**src/hdl/sbdb_pkg.sv**
```systemverilog
// constants, types and helpers for the serial data buffer and baud generator
// Operation
// RL1 - reading the data address returns the last received byte; it cannot be written
// RL2 - writing the data address queues a transmit byte, received byte untouched
// RL3 - reset leaves the data buffer contents as they were
// RL4 - software avoids read-modify-write on the data address
// RL5 - one baud register sets the rate for receiver and transmitter alike
// RL6 - prescaler code 00,01,10,11 divides by 1,3,4,13
// RL7 - reset clears both prescaler bits, prescaler divides by one
// RL8 - rate select code n divides by two to the n, 1 to 128
// RL9 - reset clears the rate select bits, rate divides by one
// RL10 - bit rate is bus frequency over 64 times prescaler times rate divisor
// RL11 - clock source select high lets the bus clock drive the prescaler
// RL12 - unused baud register bits read zero and ignore writes
package sbdb_pkg;

  // ---------------------------------------------------------------
  // register map
  // ---------------------------------------------------------------
  localparam logic [15:0] SBDB_DATA_ADDR = 16'h0018;
  localparam logic [15:0] SBDB_BAUD_ADDR = 16'h0019;

  // baud register field layout
  localparam int SBDB_PRE_LSB = 4;
  localparam int SBDB_RATE_LSB = 0;
  localparam logic [1:0] SBDB_PRE_RST = 2'h0;
  localparam logic [2:0] SBDB_RATE_RST = 3'h0;

  // ---------------------------------------------------------------
  // timing
  // ---------------------------------------------------------------
  localparam int SBDB_CLK_MHZ = 100;
  localparam int SBDB_CLK_PERIOD_NS = 10;
  localparam logic [5:0] SBDB_BIT_DIV_LAST = 6'h3f; // 64 rate divider ticks per bit
  localparam int SBDB_FIFO_DEPTH = 4;
  localparam int SBDB_BYTE_W = 8;

  typedef struct packed {
    logic [1:0] pre_sel;
    logic [2:0] rate_sel;
  } sbdb_baud_cfg_t;

  // last count of the prescaler for each code (divisor minus one)
  function automatic logic [3:0] sbdb_pre_last(input logic [1:0] sel);
    case (sel)
      2'h0: sbdb_pre_last = 4'h0;
      2'h1: sbdb_pre_last = 4'h2;
      2'h2: sbdb_pre_last = 4'h3;
      default: sbdb_pre_last = 4'hc;
    endcase
  endfunction

  // mask of low rate counter bits that must all be one for a tick
  function automatic logic [6:0] sbdb_rate_mask(input logic [2:0] sel);
    sbdb_rate_mask = 7'(((8'h01 << sel) - 8'h01) & 8'h7f);
  endfunction

endpackage

```
**src/hdl/sbdb_fifo.sv**
```systemverilog
// small synchronous fifo with valid/ready on both sides
`timescale 1ns/1ps
`default_nettype none
module sbdb_fifo #(
  parameter int WIDTH = 8,
  parameter int DEPTH = 4
) (
  input wire logic clk,
  input wire logic arst_n,
  input wire logic in_valid,
  output logic in_ready,
  input wire logic [WIDTH-1:0] in_data,
  output logic out_valid,
  input wire logic out_ready,
  output logic [WIDTH-1:0] out_data
);
  localparam int AW = $clog2(DEPTH);
  localparam logic [AW:0] FULL_CNT = (AW+1)'(DEPTH);

  logic [WIDTH-1:0] mem [DEPTH];
  logic [AW-1:0] wr_ptr_r;
  logic [AW-1:0] rd_ptr_r;
  logic [AW:0] count_r;
  logic push;
  logic pop;

  // honest flags straight from the occupancy count
  assign in_ready = (count_r != FULL_CNT);
  assign out_valid = (count_r != '0);
  assign out_data = mem[rd_ptr_r];
  assign push = in_valid && in_ready;
  assign pop = out_valid && out_ready;

  // storage has no reset, but the pointer and count reset empties the queue anyway
  always_ff @(posedge clk) begin
    if (push) begin
      mem[wr_ptr_r] <= in_data;
    end
  end

  // pointers and count
  always_ff @(posedge clk or negedge arst_n) begin
    if (!arst_n) begin
      wr_ptr_r <= '0;
      rd_ptr_r <= '0;
      count_r <= '0;
    end else begin
      if (push) begin
        wr_ptr_r <= AW'((wr_ptr_r + 1'b1) % DEPTH);
      end
      if (pop) begin
        rd_ptr_r <= AW'((rd_ptr_r + 1'b1) % DEPTH);
      end
      count_r <= count_r + (AW+1)'(push) - (AW+1)'(pop);
    end
  end

  a_fifo_push_count: assert property (@(posedge clk) disable iff (!arst_n) // [RL2]
    push && !pop |=> count_r == $past(count_r) + 1'b1)
    else $error("fifo count did not grow on push");
  a_fifo_no_over: assert property (@(posedge clk) disable iff (!arst_n) // [RL2]
    count_r <= FULL_CNT)
    else $error("fifo count beyond depth");
  c_fifo_full: cover property (@(posedge clk) disable iff (!arst_n) count_r == FULL_CNT);
endmodule // sbdb_fifo
`default_nettype wire

```
**src/hdl/sbdb_top.sv**
```systemverilog
// serial data buffer and shared baud rate generator
`timescale 1ns/1ps
`default_nettype none
module sbdb_top
  import sbdb_pkg::*;
(
  input wire logic SYS_CLK,
  input wire logic ARST_N,
  input wire logic [15:0] ADDR,
  input wire logic RD_EN,
  input wire logic WR_EN,
  input wire logic [7:0] WR_DATA,
  output logic [7:0] RD_DATA,
  input wire logic BAUD_CLOCK_SOURCE_SEL,
  input wire logic ALT_CLK_TICK,
  input wire logic RX_VALID,
  input wire logic [7:0] RX_BYTE,
  output logic [7:0] TX_BYTE,
  output logic TX_VALID,
  input wire logic TX_READY,
  output logic TX_FULL,
  output logic BIT_TICK
);

  // ---------------------------------------------------------------
  // register access
  // ---------------------------------------------------------------
  // receive byte, baud fields and the queue handshake nets
  logic [7:0] received_byte_r;
  sbdb_baud_cfg_t cfg_r;
  logic data_sel;
  logic baud_sel;
  logic fifo_in_ready;
  logic fifo_out_valid;
  logic fifo_pop;
  logic [7:0] fifo_out_data;

  // address decode; any other address reads zero and writes nowhere
  assign data_sel = (ADDR == SBDB_DATA_ADDR);
  assign baud_sel = (ADDR == SBDB_BAUD_ADDR);

  // receive side: only the receiver loads it, no reset so contents survive
  always_ff @(posedge SYS_CLK) begin
    if (RX_VALID) begin
      received_byte_r <= RX_BYTE; // [RL1] [RL3]
    end
  end

  // baud config: only the defined fields are stored
  always_ff @(posedge SYS_CLK or negedge ARST_N) begin
    if (!ARST_N) begin
      cfg_r.pre_sel <= SBDB_PRE_RST; // [RL7]
      cfg_r.rate_sel <= SBDB_RATE_RST; // [RL9]
    end else if (WR_EN && baud_sel) begin
      cfg_r.pre_sel <= WR_DATA[SBDB_PRE_LSB +: 2]; // [RL12]
      cfg_r.rate_sel <= WR_DATA[SBDB_RATE_LSB +: 3];
    end
  end

  // read data registered; the answer appears one cycle after RD_EN
  always_ff @(posedge SYS_CLK or negedge ARST_N) begin
    if (!ARST_N) begin
      RD_DATA <= 8'h00;
    end else if (RD_EN) begin
      RD_DATA <= 8'h00;
      if (data_sel) begin
        RD_DATA <= received_byte_r; // [RL1]
      end else if (baud_sel) begin
        RD_DATA[SBDB_PRE_LSB +: 2] <= cfg_r.pre_sel; // [RL12]
        RD_DATA[SBDB_RATE_LSB +: 3] <= cfg_r.rate_sel;
      end
    end
  end

  // ---------------------------------------------------------------
  // transmit queue
  // ---------------------------------------------------------------
  // four queued bytes plus the output stage give five bytes of slack
  // before software has to poll the full flag
  // a write to the data address only enters the queue; a full queue drops it
  sbdb_fifo #(
    .WIDTH(SBDB_BYTE_W),
    .DEPTH(SBDB_FIFO_DEPTH)
  ) u_txq (
    .clk(SYS_CLK),
    .arst_n(ARST_N),
    .in_valid(WR_EN && data_sel), // [RL2]
    .in_ready(fifo_in_ready),
    .in_data(WR_DATA),
    .out_valid(fifo_out_valid),
    .out_ready(fifo_pop),
    .out_data(fifo_out_data)
  );

  // output stage keeps TX_BYTE/TX_VALID on flops; refills when empty or taken
  // the stage refills in the cycle it hands a byte over, so there is no bubble
  assign fifo_pop = fifo_out_valid && (!TX_VALID || TX_READY);

  always_ff @(posedge SYS_CLK or negedge ARST_N) begin
    if (!ARST_N) begin
      TX_VALID <= 1'b0;
    end else if (!TX_VALID || TX_READY) begin
      TX_VALID <= fifo_out_valid;
    end
  end

  // byte register needs no reset; TX_VALID guards it
  always_ff @(posedge SYS_CLK) begin
    if (fifo_pop) begin
      TX_BYTE <= fifo_out_data;
    end
  end

  // full flag lags the queue by one cycle, so poll it before writing
  always_ff @(posedge SYS_CLK or negedge ARST_N) begin
    if (!ARST_N) begin
      TX_FULL <= 1'b0;
    end else begin
      TX_FULL <= !fifo_in_ready;
    end
  end

  // ---------------------------------------------------------------
  // baud rate generator
  // ---------------------------------------------------------------
  // counters are narrow on purpose: 13 needs four bits, 128 needs seven
  logic src_en;
  logic [3:0] pre_cnt_r;
  logic pre_tick;
  logic [6:0] rate_cnt_r;
  logic rate_tick;
  logic [5:0] bit_cnt_r;

  // the alternate tick keeps all counters frozen between its pulses
  // bus clock or the alternate tick feeds the prescaler
  assign src_en = BAUD_CLOCK_SOURCE_SEL ? 1'b1 : ALT_CLK_TICK; // [RL11]
  assign pre_tick = src_en && (pre_cnt_r >= sbdb_pre_last(cfg_r.pre_sel));
  assign rate_tick = pre_tick &&
    ((rate_cnt_r & sbdb_rate_mask(cfg_r.rate_sel)) == sbdb_rate_mask(cfg_r.rate_sel));

  // prescaler: >= keeps it safe when the code shrinks mid-count
  always_ff @(posedge SYS_CLK or negedge ARST_N) begin
    if (!ARST_N) begin
      pre_cnt_r <= 4'h0;
    end else if (pre_tick) begin
      pre_cnt_r <= 4'h0; // [RL6]
    end else if (src_en) begin
      pre_cnt_r <= pre_cnt_r + 4'h1;
    end
  end

  // a mask compare avoids one comparator per rate code
  // rate divider: free counter, tick when the selected low bits are all one
  always_ff @(posedge SYS_CLK or negedge ARST_N) begin
    if (!ARST_N) begin
      rate_cnt_r <= 7'h00;
    end else if (pre_tick) begin
      rate_cnt_r <= rate_cnt_r + 7'h01; // [RL8]
    end
  end

  // the tick is delayed one cycle so that BIT_TICK leaves a flop
  // final divide by 64; one tick shared by receiver and transmitter
  always_ff @(posedge SYS_CLK or negedge ARST_N) begin
    if (!ARST_N) begin
      bit_cnt_r <= 6'h00;
      BIT_TICK <= 1'b0;
    end else begin
      BIT_TICK <= rate_tick && (bit_cnt_r == SBDB_BIT_DIV_LAST); // [RL10] [RL5]
      if (rate_tick) begin
        bit_cnt_r <= bit_cnt_r + 6'h01;
      end
    end
  end

  // ---------------------------------------------------------------
  // checks
  // ---------------------------------------------------------------
  a_rx_read_back: assert property (@(posedge SYS_CLK) disable iff (!ARST_N) // [RL1]
    RD_EN && data_sel |=> RD_DATA == $past(received_byte_r))
    else $error("data read did not return received byte");
  a_rx_write_proof: assert property (@(posedge SYS_CLK) disable iff (!ARST_N) // [RL2]
    WR_EN && data_sel && !RX_VALID |=> received_byte_r == $past(received_byte_r))
    else $error("write disturbed received byte");
  a_pre_bound: assert property (@(posedge SYS_CLK) disable iff (!ARST_N) // [RL6]
    cfg_r.pre_sel == 2'h3 && pre_tick |-> pre_cnt_r == 4'hc)
    else $error("prescaler 13 did not wrap after twelve");
  a_pre_unity: assert property (@(posedge SYS_CLK) disable iff (!ARST_N) // [RL6] [RL7]
    cfg_r.pre_sel == 2'h0 && src_en |=> pre_cnt_r == 4'h0)
    else $error("prescaler one did not tick every enable");
  a_rate_mask: assert property (@(posedge SYS_CLK) disable iff (!ARST_N) // [RL8]
    cfg_r.rate_sel == 3'h7 && rate_tick |-> rate_cnt_r == 7'h7f)
    else $error("rate divisor 128 ticked early");
  a_bit_tick: assert property (@(posedge SYS_CLK) disable iff (!ARST_N) // [RL10]
    BIT_TICK |-> $past(bit_cnt_r) == SBDB_BIT_DIV_LAST && $past(rate_tick))
    else $error("bit tick not at count 63");
  a_src_gate: assert property (@(posedge SYS_CLK) disable iff (!ARST_N) // [RL11]
    !BAUD_CLOCK_SOURCE_SEL && !ALT_CLK_TICK |=> pre_cnt_r == $past(pre_cnt_r))
    else $error("prescaler ran without a source tick");
  a_unused_zero: assert property (@(posedge SYS_CLK) disable iff (!ARST_N) // [RL12]
    RD_EN && baud_sel |=> RD_DATA[7:6] == 2'h0 && RD_DATA[3] == 1'b0)
    else $error("unused baud bits read nonzero");
  a_cfg_reset: assert property (@(posedge SYS_CLK) // [RL7] [RL9]
    $rose(ARST_N) |-> cfg_r.pre_sel == 2'h0 && cfg_r.rate_sel == 3'h0)
    else $error("baud fields not cleared by reset");

  // receive load, held transmit offer and the single shared baud store
  a_rx_load: assert property (@(posedge SYS_CLK) disable iff (!ARST_N) // [RL1]
    RX_VALID |=> received_byte_r == $past(RX_BYTE))
    else $error("received byte not loaded");
  a_tx_hold: assert property (@(posedge SYS_CLK) disable iff (!ARST_N) // [RL2]
    TX_VALID && !TX_READY |=> TX_VALID && TX_BYTE == $past(TX_BYTE))
    else $error("transmit offer changed before it was taken");
  a_baud_store: assert property (@(posedge SYS_CLK) disable iff (!ARST_N) // [RL5]
    WR_EN && baud_sel |=>
      cfg_r.pre_sel == $past(WR_DATA[SBDB_PRE_LSB +: 2]) &&
      cfg_r.rate_sel == $past(WR_DATA[SBDB_RATE_LSB +: 3]))
    else $error("baud write not stored");

  c_bit_tick: cover property (@(posedge SYS_CLK) disable iff (!ARST_N) BIT_TICK);
  c_tx_sent: cover property (@(posedge SYS_CLK) disable iff (!ARST_N) TX_VALID && TX_READY);
  c_tx_full: cover property (@(posedge SYS_CLK) disable iff (!ARST_N) TX_FULL && WR_EN && data_sel);
  c_max_div: cover property (@(posedge SYS_CLK) disable iff (!ARST_N)
    cfg_r.pre_sel == 2'h3 && cfg_r.rate_sel == 3'h7 && rate_tick);
endmodule // sbdb_top
`default_nettype wire

```
**config.mk**
```make
export PLATFORM = sky130hd
export DESIGN_NAME = sbdb_top
export DESIGN_NICKNAME = d
export VERILOG_FILES = /design/src/hdl/sbdb_pkg.sv /design/src/hdl/sbdb_fifo.sv /design/src/hdl/sbdb_top.sv
export SDC_FILE = /design/constraint.sdc
export NUM_CORES = 1
export LEC_CHECK = 0
export ABC_AREA = 0
export BUFFER_PORTS_ARGS = -buffer_cell sky130_fd_sc_hd__buf_2
export CAP_MARGIN = 10
export CORE_MARGIN = 1
export CORE_UTILIZATION = 56
export DETAILED_ROUTE_END_ITERATION = 12
export PLACE_DENSITY = 0.89
export SYNTH_ARGS = -nofsm -noshare
export SYNTH_HDL_FRONTEND = slang
export SYNTH_HIERARCHICAL = 1
export SYNTH_SLANG_ARGS = --single-unit
```
**constraint.sdc**
```tcl
create_clock -name SYS_CLK -period 2.9 [get_ports SYS_CLK]
set_input_delay 0.58 -clock SYS_CLK [delete_from_list [all_inputs] [get_ports SYS_CLK]]
set_output_delay 0.58 -clock SYS_CLK [all_outputs]
set_load 0.02 [all_outputs]
```
== Word-level counts from Yosys, hierarchy flattened ==
Memory sizes are Yosys's and may differ from the RTL's. A register that Yosys moved wholly into a read port is not among the register bits.
Cells that the tools add are included.

* Input port bits: 40
* Latch bits: 0
* Output and inout port bits: 19
* Register bits: 48
* Logic and storage cells: 58
* Memories kept: 1
* ROM bits: 0
* RAM bits: 32

{| class="wikitable"
|+ Memories
! memory !! words !! bits a word !! read ports !! clocked after memory_dff !! wr ports !! RTL line !! RTL
|-
| u_txq.mem || 4 || 8 || 1 || 1 || 1 || sbdb_fifo.sv:20 || <nowiki>logic [WIDTH-1:0] mem [DEPTH];</nowiki>
|}

* Div/mod/pow operators: 0
* Reduce and logical (&&, ||, !) cells: 14
* Eq/ne operators: 7
* Bitwise operators: 1
* $lt $le $gt $ge: 1
* Add/sub/neg operators: 8
* Multiplexer cells: 12
* Shift-type cells: 1
* Multipliers: 0

{| class="wikitable"
|+ Operator list
! cell !! number
|-
| equality test 16 x 5 -> 1 bit (second input constant) || 2
|-
| case mux 4 bit (3 select lines) || 1
|-
| logical AND 1 bit || 8
|-
| two-way mux 4 bit || 2
|-
| adder 7 x 1 -> 7 bit (second input constant) || 1
|-
| AND 7 bit || 1
|-
| equality test 7 bit || 1
|-
| << shifter 1 x 3 -> 7 bit (first input constant) || 1
|-
| subtractor 7 x 1 -> 7 bit (second input constant) || 1
|-
| adder 6 x 1 -> 6 bit (second input constant) || 1
|-
| equality test 6 bit (second input constant) || 1
|-
| two-way mux 2 bit || 3
|-
| two-way mux 3 bit || 2
|-
| adder 2 x 1 -> 2 bit (second input constant) || 2
|-
| adder 4 x 1 -> 4 bit (second input constant) || 1
|-
| >= comparator 4 bit || 1
|-
| two-way mux 1 bit || 4
|-
| adder 3 x 1 -> 3 bit || 1
|-
| inequality test 3 bit (second input constant) || 1
|-
| nonzero test 3 bit || 1
|-
| subtractor 3 x 1 -> 3 bit || 1
|-
| equality test 2 x 1 -> 1 bit (second input constant) || 1
|-
| equality test 2 bit (second input constant) || 1
|-
| logical NOT 1 bit || 2
|-
| other kinds (3) || 3
|}

== Logic depth before layout (Yosys ltp) ==
* Word-level depth: 6
* Gate-level depth with buffers: 12
* Depth with buffers taken out: 12

== Modules after synthesis ==
Netlist, hierarchy kept.

{| class="wikitable"
|+ Modules (own cells, without submodules)
! module !! area an instance (sq um) !! instances !! sequential area each (sq um) !! cells each
|-
| sbdb_top || 2263.4 || 1 || 1306.3 || 177
|-
| sbdb_fifo || 1629.1 || 1 || 1136.1 || 83
|}

== Worst setup path before layout ==
OpenSTA, ideal clock, no wires.

* Path type: input to register
* From: input port ADDR[14]
* To: register u_txq.count_r[2]
* Stages on the path: 12
* Setup slack: 0.165 ns
* Required time: 2.769 ns
* Path buffers: 0
* Library setup time: 0.131 ns
* Data arrival time: 2.604 ns
* Cell sequence: nor4b_1 and4_1 nand2_1 nor2_1 nand2b_1 ha_1 inv_1 ha_1 inv_1 fa_1 xnor2_1 xnor2_1

* Word-level cells in the longest chain between the ends: 5

{| class="wikitable"
|+ Ends and longest elaborated chain
! item !! RTL line !! RTL
|-
| start, declared || sbdb_top.sv:9 || <nowiki>input wire logic [15:0] ADDR,</nowiki>
|-
| equality test 16 x 5 -> 1 bit || sbdb_top.sv:39 || <nowiki>assign data_sel = (ADDR == SBDB_DATA_ADDR);</nowiki>
|-
| logical AND 1 bit || sbdb_top.sv:87 || <nowiki>.in_valid(WR_EN && data_sel),</nowiki>
|-
| logical AND 1 bit || sbdb_fifo.sv:31 || <nowiki>assign push = in_valid && in_ready;</nowiki>
|-
| adder 3 x 1 -> 3 bit || sbdb_fifo.sv:54 || <nowiki>count_r <= count_r + (AW+1)'(push) - (AW+1)'(pop);</nowiki>
|-
| subtractor 3 x 1 -> 3 bit || sbdb_fifo.sv:54 ||
|-
| end signal, assigned || sbdb_fifo.sv:54 ||
|-
| end, declared || sbdb_fifo.sv:23 || <nowiki>logic [AW:0] count_r;</nowiki>
|}

No other way between the ends.
A chain may end at the register's enable or synchronous reset.

== Final worst setup path ==
* From: register cfg_r[0] (netlist bit)
* To: register bit_cnt_r[1]

* Word-level cells in the longest chain between the ends: 5

{| class="wikitable"
|+ Ends and longest elaborated chain
! item !! RTL line !! RTL
|-
| start, declared || sbdb_top.sv:30 || <nowiki>sbdb_baud_cfg_t cfg_r;</nowiki>
|-
| << shifter 1 x 3 -> 7 bit (*) || sbdb_pkg.sv:55 || <nowiki>sbdb_rate_mask = 7'(((8'h01 << sel) - 8'h01) & 8'h7f);</nowiki>
|-
| subtractor 7 x 1 -> 7 bit (*) || sbdb_pkg.sv:55 ||
|-
| AND 7 bit || sbdb_top.sv:139 || <nowiki>((rate_cnt_r & sbdb_rate_mask(cfg_r.rate_sel)) == sbdb_rate_mask(cfg_r.rate_sel));</nowiki>
|-
| equality test 7 bit (*) || sbdb_top.sv:139 ||
|-
| logical AND 1 bit (*) || sbdb_top.sv:138 || <nowiki>assign rate_tick = pre_tick &&</nowiki>
|-
| end signal, assigned || sbdb_top.sv:171 || <nowiki>bit_cnt_r <= bit_cnt_r + 6'h01;</nowiki>
|-
| end, declared || sbdb_top.sv:132 || <nowiki>logic [5:0] bit_cnt_r;</nowiki>
|}

Mark *: on every way between the ends. The rest lies on a longest branch, timed or not.

==> metrics <==
critical path endpoint category flip-flop; Arr. time, crit path 2800 ps; Clk Latency, worst-skew pair 350 ps; DR vias 2326; setup repair bufs after CTS 0; Fmax roughly 400 MHz; CTS HTree Levels 3; antenna cells 0; Mapped Avg Cell Area between 10 and 15 µm²; Tmin final 2570 ps; Starting Density 57.6%; Post-Layout Inst Area 4470 µm²; DR WL/cell ~17 µm; Detail Route Antenna Nets 0; ys flop type edfxtp_1; post-route non-filler standard cell count 413; number of clock sinks 88; final worst slack 333 ps; status finished, final reports clean; count of input and output buffers 58; Worst EP required 3130 ps; Die Ht 85.4 µm; setup skew after layout 9.85 ps; Pwr Density 587 nW/µm²; Placed Instances 397; Cells after Synth between 200 and 300; area occupied by multi-input gates 1360 µm²; max incr delay on CP 510 ps; Area after DPL 4280 µm²; Least-Margin Pin Slew 885 ps; final period utilization 88.5%; via/cell ratio between 5 and 6; Synth Warn # 6; most common library cell in the layout ignoring fill and taps buf_2; maximum net fanout on the critical path 9; number of antenna violations at the first check in global routing 0; gpl congestion about 0.80; leak pwr 1.92 nW; CP Launch Type flip-flop; nets 385; Synth top area share 37.0%; RSZ-0062 raised after global routing no; Max IR drop VDD 0.000430 V; crit-path cells or3_1 -> ha_1 -> or4bb_1 -> a31oi_1 -> a31oi_4 -> nand4b_4 -> mux2_4; Core Rows 30; Worst slew margin between 40% and 50%; pre-CTS WS 50.2 ps; Die X-Extent approximately 85 µm; Worst Hold Class input pin to asynchronous set/reset pin; Post-CTS Hold Buffers 0; most frequent cells in the layout 58 x buf_2, 48 x edfxtp_1, 40 x dfrtp_1, 16 x ha_1; number of flops mapped to enable cells by yosys 48; Seq. cell area 2440 µm²; Async SR Flop Fraction a little under half; final setup violation count 0; Clock transition at path regs around 90 ps; WHS 350 ps; synth unique cells 54; share of cells above drive strength 1 ~29%; number of global-route vias before repair 2369; setup_tns 0 ps; clock buffer depth 2; fillcell total 481; Cell Area, Synth just under 4000 µm²; full die area about 7300 µm²; total CTS buffers 9; Area Overhead vs Synth 14.8%; maxcap violations 0; largest net degree at the start of global routing 41; largest cells by area after synthesis edfxtp_1 37%, dfrtp_1 26%, ha_1 5.1%, mux4_2 4.6%, xnor2_1 3.2%; root buffer cell clkbuf_8; cts repair resizes 0; IO Pins 59; Final Hold Fails 0; DRT Pass-1 Iters 4; Slowest-stage cell, CP or4bb_1; part of the Yosys area used for sequential elements 62.7%; DRC 0; biggest area consumer among synthesized cells edfxtp_1; Critical Setup Path Class flip-flop to flip-flop; CTS tree yes; drt total wl between 6 and 7 mm; 1st-iter DRT viols 87; #FFs+latches synth ~90; Total GRT Usage 20.6%; fin util 66.1%; DP HPWL 4.86 mm; total power draw 2.62 mW; Final Max Slew Viols 0; first-pass GRT wire length 11.5 mm; core area around 6800 µm²; total global routing overflow 0; syn nets 317
## synthesized netlist by cell type, drive strengths merged, types with 2 or more instances
library cell,number
o21ai,6
mux2,7
nand2b,7
nand4bb,2
nor4,2
xnor2,14
mux4,8
nand3,4
and3,2
edfxtp,48
inv,14
nand2,8
o211ai,2
xor2,2
dfrtp,40
and2,6
a21oi,3
and3b,4
nor3b,2
buf,5
a221o,5
nor2b,3
a31oi,2
nor2,11
a22o,3
nand4,9
nor3,4
or3,3
ha,16
## sequential cells by signal (all words and copies together), names as in the netlist, 4 cells and up
name             flops
RD_DATA              8
TX_BYTE              8
bit_cnt_r            6
cfg_r                5
pre_cnt_r            4
rate_cnt_r           7
received_byte_r      8
u_txq/mem           32
## worst max-delay path, delay by kind of cell (launching register included)
family          cells  cell delay, ps
compound gates      2             320
simple gates        3            1060
mux                 1             310
fa+ha+maj           1             270
flops               1             490
## worst paths after layout
kind	from	endpoint	slack [ps]	cells past startpoint
setup / recovery	cfg_r[0]	bit_cnt_r[1]	330	7
hold / removal	ARST_N	pre_cnt_r[1]	350	1
setup reg to reg	cfg_r[0]	bit_cnt_r[1]	330	7
hold reg to reg	received_byte_r[3]	RD_DATA[3]	470	1
max in group asynchronous	ARST_N	u_txq/rd_ptr_r[1]	2000	1
min in group SYS_CLK	RX_BYTE[6]	received_byte_r[6]	400	1
## per-layer routing
layer / track usage, % / vias up / part of all wire (%)
li1: - / 1118 / -
met2: 35.0 / 40 / 52
met3: 3.99 / 11 / 2.2
met5: 0 / - / 0
met4: 8.18 / 0 / 1.3
met1: 26.4 / 1157 / 44
## report_power, final
part / internal (mW) / leakage [nW] / switching [mW]
Combinational: 0.157 / 0.862 / 0.121
Clock: 0.400 / 0.0953 / 0.413
Sequential: 1.42 / 0.960 / 0.109
Total: 1.98 / 1.92 / 0.643
## cells by family after synthesis
| kind of cell | share of synthesized area, % |
|---|---|
| AO/OA/AOI/OAI | 6.40 |
| XOR/XNOR | 3.60 |
| adder cells (fa/ha/maj) | 5.66 |
| buffers and inverters | 2.41 |
| flip-flops | 62.7 |
| multiplexers | 6.75 |
| AND/OR/NAND/NOR | 12.4 |
## final cells by class
type,count,share of cell area [%]
tap,80,2.24
sequential,88,54.7
timing repair buffer,63,7.34
clock buffer,11,2.94
clock inverter,5,1.26
inverter,14,1.18
multi-input combinational,152,30.4
(Power assumes the default switching activity.)
